**config.mk**
```make
export PLATFORM = sky130hd
export DESIGN_NAME = tsa_regmap
export DESIGN_NICKNAME = d
export VERILOG_FILES = /design/src/design/tsa_pkg.sv /design/src/design/tsa_chan.sv /design/src/design/tsa_regmap.sv
export SDC_FILE = /design/constraint.sdc
export NUM_CORES = 1
export LEC_CHECK = 0
export BUFFER_PORTS_ARGS = -buffer_cell sky130_fd_sc_hd__buf_2
export CAP_MARGIN = 20
export CORE_MARGIN = 5
export CORE_UTILIZATION = 50
export DETAILED_ROUTE_END_ITERATION = 16
export PLACE_DENSITY_LB_ADDON = 0.2
export SLEW_MARGIN = 10
export SYNTH_ARGS = -nofsm -noshare
export SYNTH_HDL_FRONTEND = slang
export SYNTH_SLANG_ARGS = --single-unit
```
**constraint.sdc**
```tcl
create_clock -name i_clk -period 4.6 [get_ports i_clk]
set_clock_uncertainty 0.1 [all_clocks]
set_input_delay 0.23 -clock i_clk [delete_from_list [all_inputs] [get_ports i_clk]]
set_output_delay 0.23 -clock i_clk [all_outputs]
set_load 0.005 [all_outputs]
```
**src/design/tsa_pkg.sv**
```systemverilog
// Command codes, reset values and field positions of the sensor register map.
// Assumes one byte-wide command port supplied by the serial front end.
`default_nettype none
package tsa_pkg;
  localparam logic [7:0] CMD_LTEMP   = 8'h00;
  localparam logic [7:0] CMD_RTEMP   = 8'h01;
  localparam logic [7:0] CMD_ST1     = 8'h02;
  localparam logic [7:0] CMD_CFG_R   = 8'h03;
  localparam logic [7:0] CMD_RATE_R  = 8'h04;
  localparam logic [7:0] CMD_LHI_R   = 8'h05;
  localparam logic [7:0] CMD_LLO_R   = 8'h06;
  localparam logic [7:0] CMD_RHI_R   = 8'h07;
  localparam logic [7:0] CMD_RLO_R   = 8'h08;
  localparam logic [7:0] CMD_CFG_W   = 8'h09;
  localparam logic [7:0] CMD_RATE_W  = 8'h0A;
  localparam logic [7:0] CMD_LHI_W   = 8'h0B;
  localparam logic [7:0] CMD_LLO_W   = 8'h0C;
  localparam logic [7:0] CMD_RHI_W   = 8'h0D;
  localparam logic [7:0] CMD_RLO_W   = 8'h0E;
  localparam logic [7:0] CMD_ONESHOT = 8'h0F;
  localparam logic [7:0] CMD_RFRAC   = 8'h10;
  localparam logic [7:0] CMD_LFRAC   = 8'h11;
  localparam logic [7:0] CMD_ST2     = 8'h12;
  localparam logic [7:0] CMD_ROTB    = 8'h16;
  localparam logic [7:0] CMD_LOTB    = 8'h17;
  localparam logic [7:0] CMD_ROTA    = 8'h19;
  localparam logic [7:0] CMD_LOTA    = 8'h20;
  localparam logic [7:0] CMD_OVERTEMP_RELEASE_MARGIN    = 8'h21;
  localparam logic [7:0] CMD_MAKER   = 8'hFE;
  // Reset values
  localparam logic [7:0] RST_ZERO    = 8'h00;
  localparam logic [7:0] RST_CFG     = 8'h00;
  localparam logic [7:0] RST_RATE    = 8'h06;
  localparam logic [7:0] RST_HI      = 8'h46;
  localparam logic [7:0] RST_LO      = 8'hC9;
  localparam logic [7:0] RST_ROTB    = 8'h78;
  localparam logic [7:0] RST_LOTB    = 8'h5A;
  localparam logic [7:0] RST_ROTA    = 8'h5A;
  localparam logic [7:0] RST_LOTA    = 8'h46;
  localparam logic [7:0] RST_OVERTEMP_RELEASE_MARGIN    = 8'h0A;
  localparam logic [7:0] RST_ST1     = 8'h80;
  // Configuration fields
  localparam int CFG_MASK_ALL = 7;
  localparam int CFG_STBY     = 6;
  localparam int CFG_QUEUE    = 5;
  localparam int CFG_RSEL     = 3;
  localparam int CFG_ARA_DIS  = 2;
  localparam int CFG_MASK_R2  = 1;
  localparam int CFG_MASK_R1  = 0;
  // Status fields; status 2 uses the remote positions for channel 2
  localparam int ST_BUSY = 7;
  localparam int ST_LHI  = 6;
  localparam int ST_LLO  = 5;
  localparam int ST_RHI  = 4;
  localparam int ST_RLO  = 3;
  localparam int ST_RFLT = 2;
  // Data format
  localparam logic [7:0] EXT_RATE_MAX = 8'h05;
  localparam logic [7:0] T_SAT_HI     = 8'h7F;
  localparam logic [7:0] T_SAT_LO     = 8'h81;
  localparam logic [7:0] T_FAULT      = 8'h80;
  localparam logic [4:0] FRAC_PAD     = 5'h00;
  localparam logic [2:0] ARA_LAST     = 3'h7;
  typedef enum logic [0:0] {ARA_IDLE = 1'b0, ARA_SEND = 1'b1} tsa_ara_e;
endpackage
`default_nettype wire

```
**src/design/tsa_chan.sv**
```systemverilog
// One temperature channel: format, store and compare against alert limits.
// Assumes i_load pulses once at the end of each conversion.
`default_nettype none
module tsa_chan
(
  input  wire logic       i_clk,
  input  wire logic       i_reset_n,
  input  wire logic       i_load,
  input  wire logic [8:0] i_raw,
  input  wire logic [2:0] i_frac,
  input  wire logic       i_ext_ok,
  input  wire logic       i_fault,
  input  wire logic [7:0] i_hi_lim,
  input  wire logic [7:0] i_lo_lim,
  output logic      [7:0] o_temp,
  output logic      [7:0] o_frac,
  output logic            o_hi_hit,
  output logic            o_lo_hit
);
  import tsa_pkg::*;

  logic [7:0] temp_reg;
  logic [7:0] frac_reg;
  logic [7:0] temp_next;
  logic [7:0] frac_next;
  logic       over;
  logic       under;

  assign over      = ~i_raw[8] & (i_raw[7:0] > T_SAT_HI);
  assign under     = i_raw[8] & (i_raw[7:0] < T_SAT_LO);
  assign temp_next = i_fault ? T_FAULT :
                     over    ? T_SAT_HI :
                     under   ? T_SAT_LO : i_raw[7:0];
  assign frac_next = (i_ext_ok & ~i_fault & ~over & ~under)
                     ? {i_frac, FRAC_PAD} : RST_ZERO;
  // Faulted readings never count as limit crossings
  assign o_hi_hit  = ~i_fault & ($signed(temp_next) >= $signed(i_hi_lim));
  assign o_lo_hit  = ~i_fault & ($signed(temp_next) < $signed(i_lo_lim));
  assign o_temp    = temp_reg;
  assign o_frac    = frac_reg;

  always_ff @(posedge i_clk or negedge i_reset_n)
  begin
    if (!i_reset_n)
    begin
      temp_reg <= RST_ZERO;
      frac_reg <= RST_ZERO;
    end
    else if (i_load)
    begin
      temp_reg <= temp_next;
      frac_reg <= frac_next;
    end
  end

  property p_sat;
    @(posedge i_clk) disable iff (!i_reset_n)
    i_load && !i_fault && over |=> temp_reg == T_SAT_HI;
  endproperty
  a_sat: assert property (p_sat) else $error("saturation missed");

  property p_fault;
    @(posedge i_clk) disable iff (!i_reset_n)
    i_load && i_fault |=> temp_reg == T_FAULT && frac_reg == RST_ZERO;
  endproperty
  a_fault: assert property (p_fault) else $error("fault code missed");

  property p_frac;
    @(posedge i_clk) disable iff (!i_reset_n)
    i_load && i_ext_ok && !i_fault && !over && !under
      |=> frac_reg[7:5] == $past(i_frac) && frac_reg[4:0] == FRAC_PAD;
  endproperty
  a_frac: assert property (p_frac) else $error("fraction misplaced");
endmodule // tsa_chan
`default_nettype wire

```
**src/design/tsa_regmap.sv**
```systemverilog
// Register map, alert latch and alert-response arbitration of the sensor.
// Assumes a serial front end that decodes commands into byte strobes,
// a converter that pulses i_conv_done with fresh raw readings, and
// i_bit_tick at the sample point of each alert-response data bit.
// Contract
// - Alert when temperature at or above high limit
// - Alert limits power up at +70 and -55
// - Saturate at 7Fh; diode fault reads 80h
// - Fraction in top three bits, 0.125 steps
// - Fraction valid only at rate 05h or below
// - Config bit 3 selects remote channel 2
// - 00h local, 01h remote temperature, reset zero
// - 10h remote, 11h local fraction, reset zero
// - 02h status one (80h), 12h status two
// - Config read at 03h, written at 09h
// - Rate read 04h, written 0Ah, reset 06h
// - Local limits read 05h/06h, written 0Bh/0Ch
// - Remote limits read 07h/08h, written 0Dh/0Eh
// - Overtemp limits at 16h, 17h, 19h, 20h
// - Shared hysteresis at 21h, reset 0Ah
// - Alert on high, low or open diode
// - Alert latched; cleared by status read or response
// - Reasserts next conversion if condition remains
// - At most one alert per conversion
// - Pending device answers alert response with address
// - Lower address wins; loser keeps alert asserted
// - Status read clears fault bit and alert
// - Open diode alerts, shorted diode does not
// - Config bit 7 masks all alerts
// - Config bits 1/0 mask remote 2/1 alerts
`default_nettype none
module tsa_regmap
#(
  parameter logic [7:0] MAKER_CODE = 8'h5A  // Arbitrary value
)
(
  input  wire logic       i_clk,
  input  wire logic       i_reset_n,
  input  wire logic       i_wr_en,
  input  wire logic       i_rd_en,
  input  wire logic [7:0] i_cmd,
  input  wire logic [7:0] i_wdata,
  output logic      [7:0] o_rdata,
  output logic            o_rd_valid,
  input  wire logic       i_conv_done,
  input  wire logic       i_busy,
  input  wire logic [8:0] i_loc_raw,
  input  wire logic [2:0] i_loc_frac,
  input  wire logic [8:0] i_r1_raw,
  input  wire logic [2:0] i_r1_frac,
  input  wire logic [8:0] i_r2_raw,
  input  wire logic [2:0] i_r2_frac,
  input  wire logic       i_r1_open,
  input  wire logic       i_r1_short,
  input  wire logic       i_r2_open,
  input  wire logic       i_r2_short,
  input  wire logic [6:0] i_own_addr,
  input  wire logic       i_ara_start,
  input  wire logic       i_bit_tick,
  input  wire logic       i_sda_in,
  output logic            o_sda_out,
  output logic            o_sda_oe,
  output logic            o_alert_out,
  output logic            o_alert_oe,
  output logic            o_one_shot,
  output logic            o_standby,
  output logic            o_queue_en,
  output logic            o_timeout_dis,
  output logic      [7:0] o_conv_rate
);
  import tsa_pkg::*;

  logic [7:0] cfg_reg;
  logic [7:0] rate_reg;
  logic [7:0] lhi_reg;
  logic [7:0] llo_reg;
  logic [7:0] rhi_reg [2];
  logic [7:0] rlo_reg [2];
  logic [7:0] rota_reg [2];
  logic [7:0] rotb_reg [2];
  logic [7:0] lota_reg;
  logic [7:0] lotb_reg;
  logic [7:0] overtemp_release_margin_reg;
  logic [7:0] st1_reg;
  logic [7:0] st2_reg;
  logic [7:0] st1_next;
  logic [7:0] st2_next;
  logic       alert_reg;
  logic       alert_next;
  logic [7:0] rdata_reg;
  logic       rd_valid_reg;
  logic       one_shot_reg;
  tsa_ara_e   ara_reg;
  tsa_ara_e   ara_next;
  logic [7:0] shift_reg;
  logic [7:0] shift_next;
  logic [2:0] cnt_reg;
  logic [2:0] cnt_next;
  logic       sda_oe_reg;
  logic       sda_oe_next;

  logic       rsel;
  logic       ext_ok;
  logic [7:0] loc_temp;
  logic [7:0] loc_frac;
  logic [7:0] r1_temp;
  logic [7:0] r1_frac;
  logic [7:0] r2_temp;
  logic [7:0] r2_frac;
  logic       loc_hi;
  logic       loc_lo;
  logic       r1_hi;
  logic       r1_lo;
  logic       r2_hi;
  logic       r2_lo;
  logic       rd_st1;
  logic       rd_st2;
  logic       alert_set;
  logic       alert_clr;
  logic       ara_go;
  logic       ara_lost;
  logic       ara_win;
  logic [7:0] rd_data;

  assign rsel   = cfg_reg[CFG_RSEL];
  assign ext_ok = rate_reg <= EXT_RATE_MAX;

  tsa_chan u_loc (
    .i_clk     (i_clk),
    .i_reset_n (i_reset_n),
    .i_load    (i_conv_done),
    .i_raw     (i_loc_raw),
    .i_frac    (i_loc_frac),
    .i_ext_ok  (ext_ok),
    .i_fault   (1'b0),
    .i_hi_lim  (lhi_reg),
    .i_lo_lim  (llo_reg),
    .o_temp    (loc_temp),
    .o_frac    (loc_frac),
    .o_hi_hit  (loc_hi),
    .o_lo_hit  (loc_lo)
  );

  tsa_chan u_r1 (
    .i_clk     (i_clk),
    .i_reset_n (i_reset_n),
    .i_load    (i_conv_done),
    .i_raw     (i_r1_raw),
    .i_frac    (i_r1_frac),
    .i_ext_ok  (ext_ok),
    .i_fault   (i_r1_open | i_r1_short),
    .i_hi_lim  (rhi_reg[0]),
    .i_lo_lim  (rlo_reg[0]),
    .o_temp    (r1_temp),
    .o_frac    (r1_frac),
    .o_hi_hit  (r1_hi),
    .o_lo_hit  (r1_lo)
  );

  tsa_chan u_r2 (
    .i_clk     (i_clk),
    .i_reset_n (i_reset_n),
    .i_load    (i_conv_done),
    .i_raw     (i_r2_raw),
    .i_frac    (i_r2_frac),
    .i_ext_ok  (ext_ok),
    .i_fault   (i_r2_open | i_r2_short),
    .i_hi_lim  (rhi_reg[1]),
    .i_lo_lim  (rlo_reg[1]),
    .o_temp    (r2_temp),
    .o_frac    (r2_frac),
    .o_hi_hit  (r2_hi),
    .o_lo_hit  (r2_lo)
  );

  // Status: set by conversion wins over clear by read
  assign rd_st1 = i_rd_en && (i_cmd == CMD_ST1);
  assign rd_st2 = i_rd_en && (i_cmd == CMD_ST2);
  assign st1_next = {i_busy,
    (st1_reg[6:0] & {7{~rd_st1}}) | ({7{i_conv_done}} &
    {loc_hi, loc_lo, r1_hi, r1_lo, i_r1_open | i_r1_short, 2'b00})};
  assign st2_next = {1'b0,
    (st2_reg[6:0] & {7{~rd_st2}}) | ({7{i_conv_done}} &
    {2'b00, r2_hi, r2_lo, i_r2_open | i_r2_short, 2'b00})};

  // Alert evaluated only at conversion end; shorted diodes excluded
  assign alert_set = i_conv_done & ~cfg_reg[CFG_MASK_ALL] & (
    loc_hi | loc_lo |
    (~cfg_reg[CFG_MASK_R1] & (r1_hi | r1_lo | i_r1_open)) |
    (~cfg_reg[CFG_MASK_R2] & (r2_hi | r2_lo | i_r2_open)));
  assign alert_clr  = rd_st1 | rd_st2 | ara_win;
  assign alert_next = alert_set | (alert_reg & ~alert_clr);

  // Alert response: send own address MSB first, drop out on lost bit
  assign ara_go   = (ara_reg == ARA_IDLE) & i_ara_start & alert_reg
                    & ~cfg_reg[CFG_ARA_DIS];
  assign ara_lost = (ara_reg == ARA_SEND) & i_bit_tick
                    & shift_reg[7] & ~i_sda_in;
  assign ara_win  = (ara_reg == ARA_SEND) & i_bit_tick & ~ara_lost
                    & (cnt_reg == ARA_LAST);
  assign ara_next = ara_go ? ARA_SEND :
                    (ara_lost | ara_win) ? ARA_IDLE : ara_reg;
  assign shift_next = ara_go ? {i_own_addr, 1'b0} :
                      ((ara_reg == ARA_SEND) & i_bit_tick)
                      ? {shift_reg[6:0], 1'b0} : shift_reg;
  assign cnt_next = ara_go ? 3'h0 :
                    ((ara_reg == ARA_SEND) & i_bit_tick)
                    ? cnt_reg + 3'h1 : cnt_reg;
  assign sda_oe_next = ara_go ? ~i_own_addr[6] :
                       (ara_lost | ara_win) ? 1'b0 :
                       ((ara_reg == ARA_SEND) & i_bit_tick)
                       ? ~shift_reg[6] : sda_oe_reg;

  assign rd_data =
    (i_cmd == CMD_LTEMP)  ? loc_temp :
    (i_cmd == CMD_RTEMP)  ? (rsel ? r2_temp : r1_temp) :
    (i_cmd == CMD_ST1)    ? st1_reg :
    (i_cmd == CMD_CFG_R)  ? cfg_reg :
    (i_cmd == CMD_RATE_R) ? rate_reg :
    (i_cmd == CMD_LHI_R)  ? lhi_reg :
    (i_cmd == CMD_LLO_R)  ? llo_reg :
    (i_cmd == CMD_RHI_R)  ? rhi_reg[rsel] :
    (i_cmd == CMD_RLO_R)  ? rlo_reg[rsel] :
    (i_cmd == CMD_RFRAC)  ? (rsel ? r2_frac : r1_frac) :
    (i_cmd == CMD_LFRAC)  ? loc_frac :
    (i_cmd == CMD_ST2)    ? st2_reg :
    (i_cmd == CMD_ROTB)   ? rotb_reg[rsel] :
    (i_cmd == CMD_LOTB)   ? lotb_reg :
    (i_cmd == CMD_ROTA)   ? rota_reg[rsel] :
    (i_cmd == CMD_LOTA)   ? lota_reg :
    (i_cmd == CMD_OVERTEMP_RELEASE_MARGIN)   ? overtemp_release_margin_reg :
    (i_cmd == CMD_MAKER)  ? MAKER_CODE : RST_ZERO;

  assign o_rdata       = rdata_reg;
  assign o_rd_valid    = rd_valid_reg;
  assign o_sda_out     = 1'b0;
  assign o_sda_oe      = sda_oe_reg;
  assign o_alert_out   = 1'b0;
  assign o_alert_oe    = alert_reg;
  assign o_one_shot    = one_shot_reg;
  assign o_standby     = cfg_reg[CFG_STBY];
  assign o_queue_en    = cfg_reg[CFG_QUEUE];
  assign o_timeout_dis = cfg_reg[CFG_ARA_DIS];
  assign o_conv_rate   = rate_reg;

  // Writable bytes; read-only codes ignore writes
  always_ff @(posedge i_clk or negedge i_reset_n)
  begin
    if (!i_reset_n)
    begin
      cfg_reg     <= RST_CFG;
      rate_reg    <= RST_RATE;
      lhi_reg     <= RST_HI;
      llo_reg     <= RST_LO;
      rhi_reg[0]  <= RST_HI;
      rhi_reg[1]  <= RST_HI;
      rlo_reg[0]  <= RST_LO;
      rlo_reg[1]  <= RST_LO;
      rotb_reg[0] <= RST_ROTB;
      rotb_reg[1] <= RST_ROTB;
      rota_reg[0] <= RST_ROTA;
      rota_reg[1] <= RST_ROTA;
      lotb_reg    <= RST_LOTB;
      lota_reg    <= RST_LOTA;
      overtemp_release_margin_reg    <= RST_OVERTEMP_RELEASE_MARGIN;
    end
    else if (i_wr_en)
    begin
      unique case (i_cmd)
        CMD_CFG_W:  cfg_reg        <= i_wdata;
        CMD_RATE_W: rate_reg       <= i_wdata;
        CMD_LHI_W:  lhi_reg        <= i_wdata;
        CMD_LLO_W:  llo_reg        <= i_wdata;
        CMD_RHI_W:  rhi_reg[rsel]  <= i_wdata;
        CMD_RLO_W:  rlo_reg[rsel]  <= i_wdata;
        CMD_ROTB:   rotb_reg[rsel] <= i_wdata;
        CMD_LOTB:   lotb_reg       <= i_wdata;
        CMD_ROTA:   rota_reg[rsel] <= i_wdata;
        CMD_LOTA:   lota_reg       <= i_wdata;
        CMD_OVERTEMP_RELEASE_MARGIN:   overtemp_release_margin_reg       <= i_wdata;
        default:    cfg_reg        <= cfg_reg;
      endcase
    end
  end

  always_ff @(posedge i_clk or negedge i_reset_n)
  begin
    if (!i_reset_n)
    begin
      st1_reg      <= RST_ST1;
      st2_reg      <= RST_ZERO;
      alert_reg    <= 1'b0;
      rdata_reg    <= RST_ZERO;
      rd_valid_reg <= 1'b0;
      one_shot_reg <= 1'b0;
      ara_reg      <= ARA_IDLE;
      shift_reg    <= RST_ZERO;
      cnt_reg      <= 3'h0;
      sda_oe_reg   <= 1'b0;
    end
    else
    begin
      st1_reg      <= st1_next;
      st2_reg      <= st2_next;
      alert_reg    <= alert_next;
      rdata_reg    <= i_rd_en ? rd_data : rdata_reg;
      rd_valid_reg <= i_rd_en;
      one_shot_reg <= i_wr_en && (i_cmd == CMD_ONESHOT);
      ara_reg      <= ara_next;
      shift_reg    <= shift_next;
      cnt_reg      <= cnt_next;
      sda_oe_reg   <= sda_oe_next;
    end
  end

  property p_hi_alert;
    @(posedge i_clk) disable iff (!i_reset_n)
    i_conv_done && loc_hi && !cfg_reg[CFG_MASK_ALL] |=> o_alert_oe;
  endproperty
  a_hi_alert: assert property (p_hi_alert) else $error("high limit no alert");

  property p_rd_clear;
    @(posedge i_clk) disable iff (!i_reset_n)
    (rd_st1 || rd_st2) && !i_conv_done |=> !o_alert_oe;
  endproperty
  a_rd_clear: assert property (p_rd_clear) else $error("status read kept alert");

  property p_once;
    @(posedge i_clk) disable iff (!i_reset_n)
    $rose(o_alert_oe) |-> $past(i_conv_done);
  endproperty
  a_once: assert property (p_once) else $error("alert outside conversion");

  property p_mask_all;
    @(posedge i_clk) disable iff (!i_reset_n)
    $rose(o_alert_oe) |-> !$past(cfg_reg[CFG_MASK_ALL]);
  endproperty
  a_mask_all: assert property (p_mask_all) else $error("masked alert raised");

  property p_mask_ch;
    @(posedge i_clk) disable iff (!i_reset_n)
    i_conv_done && !alert_reg && cfg_reg[CFG_MASK_R1] && cfg_reg[CFG_MASK_R2]
      && !loc_hi && !loc_lo |=> !o_alert_oe;
  endproperty
  a_mask_ch: assert property (p_mask_ch) else $error("channel mask ignored");

  property p_short;
    @(posedge i_clk) disable iff (!i_reset_n)
    i_conv_done && !alert_reg && i_r1_short && !i_r1_open && !loc_hi && !loc_lo
      && !i_r2_open && !i_r2_short && !r2_hi && !r2_lo |=> !o_alert_oe;
  endproperty
  a_short: assert property (p_short) else $error("short diode alerted");

  property p_cfg_rd;
    @(posedge i_clk) disable iff (!i_reset_n)
    i_rd_en && i_cmd == CMD_CFG_R |=> o_rd_valid && o_rdata == $past(cfg_reg);
  endproperty
  a_cfg_rd: assert property (p_cfg_rd) else $error("config readback wrong");

  property p_rsel;
    @(posedge i_clk) disable iff (!i_reset_n)
    i_rd_en && i_cmd == CMD_RTEMP && rsel |=> o_rdata == $past(r2_temp);
  endproperty
  a_rsel: assert property (p_rsel) else $error("remote select wrong");

  property p_lose;
    @(posedge i_clk) disable iff (!i_reset_n)
    ara_lost && alert_reg && !rd_st1 && !rd_st2
      |=> !o_sda_oe && o_alert_oe && ara_reg == ARA_IDLE;
  endproperty
  a_lose: assert property (p_lose) else $error("lost arbitration mishandled");

  property p_ext;
    @(posedge i_clk) disable iff (!i_reset_n)
    i_conv_done && !ext_ok |=> loc_frac == RST_ZERO;
  endproperty
  a_ext: assert property (p_ext) else $error("fraction at fast rate");

  c_alert: cover property (@(posedge i_clk) disable iff (!i_reset_n) $rose(o_alert_oe));
  c_win:   cover property (@(posedge i_clk) disable iff (!i_reset_n) ara_win);
  c_lost:  cover property (@(posedge i_clk) disable iff (!i_reset_n) ara_lost);
  c_clear: cover property (@(posedge i_clk) disable iff (!i_reset_n)
                           alert_reg && rd_st1);
endmodule // tsa_regmap
`default_nettype wire

```
==> metrics.cfg <==
[layout]
design_area_um2 = 12400
diodes = 0
area_delta_synth_final_pct = 12.9
fin_cells = 1428
nets = 1254
drive_gt1_share_pct = 29.3
layout_commonest_cell = dfrtp_1
final_cell_mix = dfrtp_1, mux2_2, buf_2

[grt]
grt_usage_pct = 26.9
grt_pass1_vias = 8424
grt_max_degree = 98
antenna_found_initial = 0
overflow = 0
grt_pass1_wl_mm = 50.7

[setup_path]
crit_chain = buf_2 > nor2_1 > a21boi_1 > o21a_1 > ha_1 > nor2b_1 > o21ai_0 > or4b_2 > o22ai_1 > mux2i_1 > a32o_1
worst-path-max-fanout = 7
start_kind = primary input
crit_path_max_incr_delay_ns = 0.60
startpoint = i_r1_short
crit_type = in2reg
worstPathArrival_ns = 3.24
critPathRequiredTime_ns = 4.84
r2r_start = cfg_reg[3]
critPathSlowestCell = or4b_2
worstSetupEndpointType = register

[pwr]
p_leak_nw = 5.52
power_density_nw_per_um2 = 329
max-vdd-ir-drop_mv = 0.196

[placement]
hpwlAfterDp_mm = 23.5
dp.cells = 1377
place_area_um2 = 11600
gp_congestion = 0.929
port_buffers = 94

[synth]
synth.top_cell.area_share_pct = 32.3
synthTopCellsByArea = dfrtp_1, mux2_2, dfstp_2, ha_1, mux2i_1
synth.distinct_cells = 86
synth_area_um2 = 11000
ys_warn_count = 0
yosysTopAreaCell = dfrtp_1
yosysSeqAreaShare_pct = 44.0
synthFlopType = dfrtp_1
synth-edff-count = 0
synth-async-reset-ratio_pct = 100
postSynthAreaPerCell_um2 = 10.4
yosys_register_bits = 191
netlist_instances = 1056

[routing]
first_pass_iters = 5
vias_per_cell = 6.21
drt-total-wl_mm = 33.0
drt_iter0_markers = 869
num_vias = 8863
ant_nets = 0
drc_errors = 0
routedWlPerCell_um = 23.1

[floorplanning]
die_w_um = 158
dieArea_um2 = 25000
rows = 54
die_y_um = 158
initial_core_util_pct = 50.5
ios = 97
core_area_um2 = 21800

[clock_tree]
cts.repair.resized = 0
root_buffer = clkbuf_16
post_cts_buffers = 0
clock_latency_ns = 0.44
cts_buffers = 17
cts_buffer_depth = 2
cts_tree = built
cts.sinks = 191
clk_pin_slew_worst_paths_ns = 0.07
clock_tree.htree_level_count = 4

[sta]
setup_viol = 0
hold_viol = 0
fin_tns_setup_ns = 0
period_needed_ns = 3.00
tightestPinTransition_ns = 1.01
slew_headroom_pct = 32.5
slew_viol_final = 0
finalCritPeriodShare_pct = 65.2
rsz0062_at_grt = no
clock.fmax_mhz = 333

[worst_hold_path]
min_from = i_loc_raw[8]
hp-class = in2reg

[run_status]
status = finished clean

[run]
max_cap_violations = 0

cell usage after synthesis, drive strengths merged, types with 8 or more instances:
library cell and number:
a211oi 15, a21oi 37, a22o 13, a31oi 14, and2 9, buf 30, clkbuf 33, dfrtp 142
dfstp 49, ha 47, inv 53, mux2 131, mux2i 40, nand2 91, nand2b 11, nand3 25
nand4 8, nor2 65, nor2b 20, nor3 12, o21a 8, o21ai 64, o22ai 17
critical path, delay by kind of cell:
family	cells	cell delay, ns
multiplexers	1	0.12
AO/OA/AOI/OAI	5	1.41
adder cells (fa/ha/maj)	1	0.26
AND/OR/NAND/NOR	3	1.10
buffers and inverters	1	0.12
per-stage QoR:
stage	power, mW	hold slack [ns]	setup WS (ns)	utilization [%]
2_1_floorplan	2.28	-0.166	1.62	-
3_3_place_gp	2.52	0.237	1.25	53.4
3_5_place_dp	2.53	0.239	1.18	53.4
4_1_cts	4.10	0.0263	1.65	57.0
5_1_grt	4.25	0.0358	1.36	57.0
6_report	4.09	0.0391	1.60	57.0
metal layers:
metal  track usage, %  vias up  part of all wire, %
li1                 -     4030                    -
met1             38.9     4395                   44
met2             41.2      382                   46
met3             4.57       56                  7.0
met4             8.94        0                  2.9
met5                0        -                    0
path summary, 6_finish.rpt:
check	endpoint	slack (ns)	depth (start not counted)
max	st1_reg[3]	1.60	11
min reg2reg	shift_reg[4]	0.39	2
min	u_loc.o_temp[7]	0.04	2
min in group asynchronous	u_r1.o_temp[4]	0.30	2
max in group asynchronous	cfg_reg[3]	3.09	3
max reg2reg	o_rdata[7]	1.82	5
logic make-up after synthesis:
kind of cell | synth area share (%)
AND/OR/NAND/NOR | 13.4
other | 0.0341
XOR/XNOR | 0.0797
multiplexers | 17.1
buffers and inverters | 4.61
AO/OA/AOI/OAI | 14.9
adder cells (fa/ha/maj) | 5.90
flip-flops | 44.0
where the power goes:
group / internal, mW / switching, mW / total (mW) / leakage, nW
clock: 0.866 / 0.695 / 1.56 / 0.290
combinational: 0.250 / 0.367 / 0.617 / 2.92
sequential: 1.82 / 0.0890 / 1.91 / 2.31
area by class of cell:
class	instances	area, um^2
clock buffers	18	429
clock inverters	14	178
fillers	1941	9350
inverters	54	203
multi-input cells	749	5650
flip-flops and latches	191	4840
well taps	280	350
repair buffers	122	749
what timing repair did:
action	CTS	global route
endpoints found under the setup margin	0	0
hold buffers	19	0
endpoints found under the hold margin	86	0
Note: power is estimated with default switching activity, not from simulation.
